**config.mk**
```make
export PLATFORM = sky130hd
export DESIGN_NAME = board_mode_sequencer
export DESIGN_NICKNAME = d
export VERILOG_FILES = /design/src/hdl/board_mode_sequencer.v
export VERILOG_INCLUDE_DIRS = /design/src /design/src/hdl
export SDC_FILE = /design/constraint.sdc
export NUM_CORES = 1
export LEC_CHECK = 0
export BUFFER_PORTS_ARGS = -buffer_cell sky130_fd_sc_hd__clkbuf_2
export CAP_MARGIN = 20
export CORE_UTILIZATION = 51
export DETAILED_ROUTE_END_ITERATION = 7
export HOLD_SLACK_MARGIN = 0.1
export PLACE_DENSITY = 0.79
export SLEW_MARGIN = 5
export SYNTH_ARGS = -nofsm -noshare
export SYNTH_HDL_FRONTEND = slang
export SYNTH_SLANG_ARGS = --single-unit
```
**constraint.sdc**
```tcl
create_clock -name mclk_i -period 2.9 [get_ports mclk_i]
set_clock_uncertainty 0.15 [all_clocks]
set_input_delay 0.58 -clock mclk_i [delete_from_list [all_inputs] [get_ports mclk_i]]
set_output_delay 0.58 -clock mclk_i [all_outputs]
set_load 0.02 [all_outputs]
```
**src/hdl/board_mode_sequencer_defs.vh**
```
`ifndef BOARD_MODE_SEQUENCER_DEFS_VH
`define BOARD_MODE_SEQUENCER_DEFS_VH

// ****************************************************************
// Timing
// ****************************************************************
`define HOLD_TIME_MS       32'h7d0
`define CLK_KHZ            32'h61a8
`define HOLD_CYCLES        (`HOLD_TIME_MS * `CLK_KHZ)
`define ACK_TIMEOUT_CYCLES 32'hf4240

// ****************************************************************
// Board mode encoding
// ****************************************************************
`define MODE_STANDBY   2'h0
`define MODE_OPERATING 2'h1
`define MODE_SLEEP     2'h2
`define MODE_BUSY      2'h3

// ****************************************************************
// Identity record layout
// ****************************************************************
`define ID_NUM_W  16
`define ID_REV_W  8

`endif

```
**src/hdl/board_mode_sequencer.v**
```verilog
// Contract
// - Triggered configuration runs to completion unaided
// - Only this controller changes board state
// - Read identity and calibration data from EEPROM (code reads only identity number and revision)
// - Config directory name is identity plus revision
// - No matching directory: abort to standby
// - Standby unpowered; only powerup reaches operating
// - Operating keeps peripherals, clocks, processors on
// - Powerdown goes to standby, sleep to sleep
// - Sleep powers clusters off, retains data
// - Sleep never goes directly to standby
// - Powerdown starts only from operating state
// - Long button hold in operating powers down
// - Short press in operating starts sleep
// - Short press in sleep wakes board
`timescale 1ns/1ns
`include "board_mode_sequencer_defs.vh"

module board_mode_sequencer #(
  parameter HOLD_CYCLES = `HOLD_CYCLES,
  parameter ACK_TIMEOUT = `ACK_TIMEOUT_CYCLES
) (
  input  wire                 mclk_i,
  input  wire                 reset_n_i,
  input  wire                 power_applied_i,
  input  wire                 onoff_btn_i,
  input  wire                 hw_reset_btn_i,
  input  wire                 os_pwrdn_req_i,
  output reg                  eeprom_rd_o,
  input  wire                 eeprom_done_i,
  input  wire [`ID_NUM_W-1:0] board_identity_number_i,
  input  wire [`ID_REV_W-1:0] board_rev_i,
  output reg                  card_search_o,
  output reg  [`ID_NUM_W+`ID_REV_W-1:0] card_dir_name_o,
  input  wire                 card_done_i,
  input  wire                 card_match_i,
  output reg                  board_power_en_o,
  output reg                  clocks_en_o,
  output reg                  cluster_power_en_o,
  output reg                  retention_en_o,
  output reg                  sys_reset_n_o,
  output reg                  cluster_sleep_req_o,
  input  wire                 cluster_ack_i,
  output reg                  config_fail_o,
  output reg  [1:0]           board_mode_o
);

  // ****************************************************************
  // States
  // ****************************************************************
  localparam [3:0] ST_STANDBY  = 4'h0;
  localparam [3:0] ST_EEPROM   = 4'h1;
  localparam [3:0] ST_SEARCH   = 4'h2;
  localparam [3:0] ST_POWERUP  = 4'h3;
  localparam [3:0] ST_OPER     = 4'h4;
  localparam [3:0] ST_PWRDN    = 4'h5;
  localparam [3:0] ST_SLEEPING = 4'h6;
  localparam [3:0] ST_SLEEP    = 4'h7;
  localparam [3:0] ST_WAKE     = 4'h8;

  reg [3:0]  state_r;
  reg [3:0]  state_nxt;
  reg [31:0] hold_cnt_r;
  reg [31:0] wait_cnt_r;
  reg        btn_d_r;
  reg        pwr_d_r;
  reg        long_seen_r;
  reg        pd_pending_r;

  wire btn_rise  = onoff_btn_i & ~btn_d_r;
  wire btn_fall  = ~onoff_btn_i & btn_d_r;
  wire pwr_rise  = power_applied_i & ~pwr_d_r;
  wire long_hold = onoff_btn_i && (hold_cnt_r >= HOLD_CYCLES - 32'h1);
  wire short_rel = btn_fall && !long_seen_r;
  // Powerdown remembered from sleep is acted on once operating
  wire pd_req    = hw_reset_btn_i | os_pwrdn_req_i | long_hold | pd_pending_r;
  wire wait_out  = (wait_cnt_r >= ACK_TIMEOUT - 32'h1);
  wire ack_done  = cluster_ack_i | wait_out;

  // ****************************************************************
  // Decode helpers
  // ****************************************************************
  // Saturating step so a stuck input never wraps a timer
  function [31:0] sat_inc;
    input [31:0] cnt;
    input        at_limit;
    begin
      if (at_limit)
        sat_inc = cnt;
      else
        sat_inc = cnt + 32'h1;
    end
  endfunction

  // Board supply stays off until a match is found
  function board_power_on;
    input [3:0] st;
    begin
      case (st)
        ST_STANDBY: board_power_on = 1'b0;
        ST_EEPROM:  board_power_on = 1'b0;
        ST_SEARCH:  board_power_on = 1'b0;
        default:    board_power_on = 1'b1;
      endcase
    end
  endfunction

  // Clocks stop in standby, config steps and sleep
  function clocks_on;
    input [3:0] st;
    begin
      case (st)
        ST_POWERUP:  clocks_on = 1'b1;
        ST_OPER:     clocks_on = 1'b1;
        ST_PWRDN:    clocks_on = 1'b1;
        ST_SLEEPING: clocks_on = 1'b1;
        ST_WAKE:     clocks_on = 1'b1;
        default:     clocks_on = 1'b0;
      endcase
    end
  endfunction

  // Clusters powered only while they run code
  function cluster_on;
    input [3:0] st;
    begin
      case (st)
        ST_POWERUP: cluster_on = 1'b1;
        ST_OPER:    cluster_on = 1'b1;
        ST_WAKE:    cluster_on = 1'b1;
        default:    cluster_on = 1'b0;
      endcase
    end
  endfunction

  // Retention held from sleep entry until wake completes
  function retain_on;
    input [3:0] st;
    begin
      case (st)
        ST_SLEEPING: retain_on = 1'b1;
        ST_SLEEP:    retain_on = 1'b1;
        ST_WAKE:     retain_on = 1'b1;
        default:     retain_on = 1'b0;
      endcase
    end
  endfunction

  // System reset released from operating until powerdown ends
  function sys_run;
    input [3:0] st;
    begin
      case (st)
        ST_OPER:     sys_run = 1'b1;
        ST_PWRDN:    sys_run = 1'b1;
        ST_SLEEPING: sys_run = 1'b1;
        ST_SLEEP:    sys_run = 1'b1;
        ST_WAKE:     sys_run = 1'b1;
        default:     sys_run = 1'b0;
      endcase
    end
  endfunction

  // Clusters asked to shut down for sleep or powerdown
  function sleep_req;
    input [3:0] st;
    begin
      case (st)
        ST_SLEEPING: sleep_req = 1'b1;
        ST_PWRDN:    sleep_req = 1'b1;
        default:     sleep_req = 1'b0;
      endcase
    end
  endfunction

  // Every transient state reports busy
  function [1:0] mode_code;
    input [3:0] st;
    begin
      case (st)
        ST_STANDBY: mode_code = `MODE_STANDBY;
        ST_OPER:    mode_code = `MODE_OPERATING;
        ST_SLEEP:   mode_code = `MODE_SLEEP;
        default:    mode_code = `MODE_BUSY;
      endcase
    end
  endfunction

  // ****************************************************************
  // Button timing
  // ****************************************************************
  always @(posedge mclk_i) begin
    if (!reset_n_i) begin
      btn_d_r     <= 1'b0;
      pwr_d_r     <= 1'b0;
      hold_cnt_r  <= 32'h0;
      long_seen_r <= 1'b0;
    end else begin
      btn_d_r <= onoff_btn_i;
      pwr_d_r <= power_applied_i;
      if (!onoff_btn_i) begin
        hold_cnt_r  <= 32'h0;
        long_seen_r <= 1'b0;
      end else begin
        hold_cnt_r <= sat_inc(hold_cnt_r, long_hold);
        if (long_hold)
          long_seen_r <= 1'b1;
      end
    end
  end

  // ****************************************************************
  // Next state
  // ****************************************************************
  always @* begin
    state_nxt = state_r;
    case (state_r)
      ST_STANDBY: begin
        if (pwr_rise || btn_rise)
          state_nxt = ST_EEPROM;
      end
      ST_EEPROM: begin
        if (eeprom_done_i)
          state_nxt = ST_SEARCH;
      end
      ST_SEARCH: begin
        if (card_done_i)
          state_nxt = card_match_i ? ST_POWERUP : ST_STANDBY;
      end
      ST_POWERUP: begin
        if (ack_done)
          state_nxt = ST_OPER;
      end
      ST_OPER: begin
        if (pd_req)
          state_nxt = ST_PWRDN;
        else if (short_rel)
          state_nxt = ST_SLEEPING;
      end
      ST_PWRDN: begin
        if (ack_done)
          state_nxt = ST_STANDBY;
      end
      ST_SLEEPING: begin
        if (ack_done)
          state_nxt = ST_SLEEP;
      end
      ST_SLEEP: begin
        if (short_rel || pd_pending_r || hw_reset_btn_i || os_pwrdn_req_i)
          state_nxt = ST_WAKE;
      end
      ST_WAKE: begin
        if (ack_done)
          state_nxt = ST_OPER;
      end
      default: state_nxt = ST_STANDBY;
    endcase
  end

  // ****************************************************************
  // State and outputs
  // ****************************************************************
  always @(posedge mclk_i) begin
    if (!reset_n_i) begin
      state_r             <= ST_STANDBY;
      wait_cnt_r          <= 32'h0;
      pd_pending_r        <= 1'b0;
      eeprom_rd_o         <= 1'b0;
      card_search_o       <= 1'b0;
      card_dir_name_o     <= {(`ID_NUM_W+`ID_REV_W){1'b0}};
      board_power_en_o    <= 1'b0;
      clocks_en_o         <= 1'b0;
      cluster_power_en_o  <= 1'b0;
      retention_en_o      <= 1'b0;
      sys_reset_n_o       <= 1'b0;
      cluster_sleep_req_o <= 1'b0;
      config_fail_o       <= 1'b0;
      board_mode_o        <= `MODE_STANDBY;
    end else begin
      state_r <= state_nxt;
      if (state_nxt != state_r)
        wait_cnt_r <= 32'h0;
      else
        wait_cnt_r <= sat_inc(wait_cnt_r, wait_out);
      // Powerdown asked in sleep is replayed once operating
      if (state_r == ST_SLEEP && (hw_reset_btn_i || os_pwrdn_req_i))
        pd_pending_r <= 1'b1;
      else if (state_r == ST_OPER)
        pd_pending_r <= 1'b0;
      if (state_r == ST_EEPROM && eeprom_done_i)
        card_dir_name_o <= {board_identity_number_i, board_rev_i};
      if (state_r == ST_SEARCH && card_done_i)
        config_fail_o <= !card_match_i;
      eeprom_rd_o         <= (state_nxt == ST_EEPROM);
      card_search_o       <= (state_nxt == ST_SEARCH);
      board_power_en_o    <= board_power_on(state_nxt);
      clocks_en_o         <= clocks_on(state_nxt);
      cluster_power_en_o  <= cluster_on(state_nxt);
      retention_en_o      <= retain_on(state_nxt);
      sys_reset_n_o       <= sys_run(state_nxt);
      cluster_sleep_req_o <= sleep_req(state_nxt);
      board_mode_o        <= mode_code(state_nxt);
    end
  end

endmodule // board_mode_sequencer

```
==> key figures <==
Routing
  • Remaining antenna violation count: 0
  • Vias: 3776
  • Routed vias/inst: 5.410
  • WL/cell: 13.48 microns
  • WL final: 9410 microns
  • TritonRoute pass-1 iters: 5
  • DRC viols: 0
  • DRT iter0 DRCs: slightly above 100

Die
  • Core area: 8678 sq um
  • Row count: 34
  • Initial Utilization: 52.51%
  • Die height: 96.53 microns
  • Die Wd: 96.53 microns
  • Top-Level Pins: 69
  • DIE AREA: 9317 sq um

Power and ir drop
  • PD cells: 531.1 nW/um^2
  • IR drop worst, VDD: ~0.31 mV
  • Leakage: 0.002064 uW

Worst setup path
  • Setup Crit Path Kind: flop to flop
  • Worst Reg-to-Reg Cells: 8
  • Cell with the largest stage delay on the worst path: or4_4
  • Worst-path maximum fanout: 16
  • Crit path capture type: flop
  • CP Data Required Time: roughly 3000 ps
  • Crit-path cells: or4_4 -> a2111oi_4 -> o311ai_4 -> a311o_1 -> o31a_1 -> o211ai_4 -> clkbuf_16 -> nor2_1
  • Critical path launch point type: flop
  • Slowest cell delay on critical path: 540 ps
  • Critical Path AT: 2950 ps

Finish
  • Final net count: approximately 620
  • FF/Latch Area: 2142 sq um
  • Footprint of the multi-input gates: ~2300 sq um
  • Non-filler cells, final: between 600 and 700
  • Synthesis-to-finish area growth: 16.15%
  • Layout cell share with drive strength beyond 1: 20.34%
  • ANT cells: 0
  • Fillers: 763

Synthesis
  • Synth Instances: just over 500
  • Syn avg cell area: 8.918 sq um
  • Synth Flop Type: dfxtp_1
  • Synth area leader: dfxtp_1
  • Synth Net Count: roughly 550
  • Share of synthesized area occupied by flip-flops and latches: 47.01%
  • Synth top area share: a little under half
  • Syn Std Cell Area: 4557 sq um
  • Yosys reg bits: 107
  • Ys async rst share: 0%
  • Post-synth EDFFs: 0
  • Post-synthesis cell type count: between 50 and 60
  • Yosys warns: 0
  • Largest cells by area after synthesis: dfxtp_1 (47%), nand2_1 (5.8%), xor2_1 (5.2%), nor2_1 (5.0%), a21boi_0 (4.8%)

CTS
  • Cts bufs inserted: 9
  • CTS Root Cell: clkbuf_8
  • Clk sinks: 107
  • Hold buffer count at cts: 0
  • Clock buffer depth: 2
  • Clk slew on worst S/H paths: 120 ps
  • Skew-Pair Late Insertion Delay: around 380 ps
  • H-tree Lvls: 3
  • CTS tree: built

Timing
  • Final setup fails: 0
  • Final hold violation count: 0
  • Sum Neg Setup Slack: 0 ps
  • Fin crit share: 97.42%
  • Worst-Margin Slew: about 940 ps
  • Final Max Tran Viols: 0
  • Max-slew headroom: between 30% and 40%
  • Fin crit period: between 2000 and 3000 ps
  • FMAX: 0.3540 GHz

Global route
  • Largest net degree at the start of global routing: 34
  • Initial antenna violation count: 0
  • Met3 Use GR: 5.712%
  • Vias in the first global route: 3358
  • Global route overflow: 0
  • Gr usage total: 20.94%
  • First-pass GRT wire length: around 15000 microns
  • GR Util met2: between 30% and 40%
  • Met1 Use GR: between 20% and 30%
  • Most used routing layer: met2

Placed design
  • Post-DP HPWL: 6495 microns
  • # placed instances: 679
  • Port Buffers: between 60 and 70
  • Placer Congestion: 0.8293

Run
  • Max cap viols: 0

Hold path
  • HP Class: primary input to flop
  • Hold depth: 3

Outcome
  • Status: finished, final reports clean
==> cells by family after synthesis <==
kind of cell | after synthesis | share of synthesized area [%]
AOI/OAI and AO/OA | 77 | 13.84
xor gates and xnor gates | 42 | 8.073
adders and majority gates | 2 | 0.5491
buffers and inverters | 43 | 4.036
DFF | 107 | 47.01
muxes | 3 | 0.6590
and+or+nand+nor | 237 | 25.84
==> timing repair <==
action,in CTS,in global routing
buffers inserted,0,2
gates resized for setup,0,2
setup endpoints to repair,0,37
==> worst max-delay path: cells and delay by family (launching register included) <==
kind	cells	cell delay, ps
buf+inv	1	230
compound gates	5	1430
flops	1	320
simple gates	2	590
==> cell type report <==
class	count	area share, %
Multi-Input combinational cell	361	42.55
Tap cell	108	2.553
Clock buffer	9	2.340
Inverter	20	1.418
Sequential cell	107	40.47
Timing Repair Buffer	86	9.551
Clock inverter	7	1.111
==> cells in the mapped netlist (2+ instances only) <==
cell type	count
inv_1	20
ha_1	2
nand2_1	70
a2111oi_4	2
o311a_1	3
nor4_1	10
a21oi_1	11
nand4_1	14
o31a_1	3
o21ai_0	7
nor2_1	61
and3_1	17
xor2_1	27
nor3b_1	4
a31o_2	2
or3b_2	2
nand2b_1	2
or3_1	6
o31ai_1	2
nand3_1	17
a32oi_1	2
a211o_1	2
nor2b_1	2
and4_1	4
a21boi_0	29
mux2i_1	3
clkbuf_1	19
xnor2_1	15
nor2_2	4
or4_1	2
nor3_1	3
nand4b_1	2
o21a_1	2
dfxtp_1	107
and2_1	9
buf_6	3
a41oi_1	2
==> placed cells by master (no fill, tap or decap), drive strengths merged, types with 17 or more instances in the layout <==
cell type	n
nor2	65
clkbuf	78
nand2	70
dfxtp	107
nand3	17
inv	23
buf	17
and3	17
a21boi	30
xor2	27
==> worst paths after layout <==
check	startpoint	to	slack, ps
max	hold_cnt_r[31]	wait_cnt_r[1]	70
min	board_identity_number_i[9]	card_dir_name_o[17]	260
max reg2reg	hold_cnt_r[31]	wait_cnt_r[1]	70
min reg2reg	wait_cnt_r[28]	wait_cnt_r[28]	280
==> metrics by stage <==
stage	worst slack [ps]	hold slack [ps]	power [uW]	cell area, sq um	utilization (%)
floorplan	97.32	258.0	1842	4557	-
global placement	133.3	265.4	1941	5055	58.25
detailed placement	52.82	270.9	1953	5055	58.25
CTS	31.63	260.8	2801	5238	60.35
global route	-8.687	268.1	2935	5293	60.99
finish	74.87	263.7	2811	5293	60.99
==> power breakdown <==
part | leakage (uW) | internal [uW] | switching [uW]
clock | 0.0000921 | 327 | 541
sequential | 0.000866 | 1520 | 40.2
combinational | 0.00111 | 158 | 225
==> routing by layer <==
metal	wire length (microns)	share of wire, %	vias to the layer above
met5	0	0	-
met4	94	1.0	0
met3	540	5.7	7
met2	4395	47	109
met1	4379	47	1753
li1	-	-	1907
==> registers in the layout (all words and copies together) (netlist names), 2 cells and up <==
name	flops
hold_cnt_r	32
board_mode_o	2
card_dir_name_o	24
wait_cnt_r	32
state_r	4
Note: power is estimated with default switching activity, not from simulation.
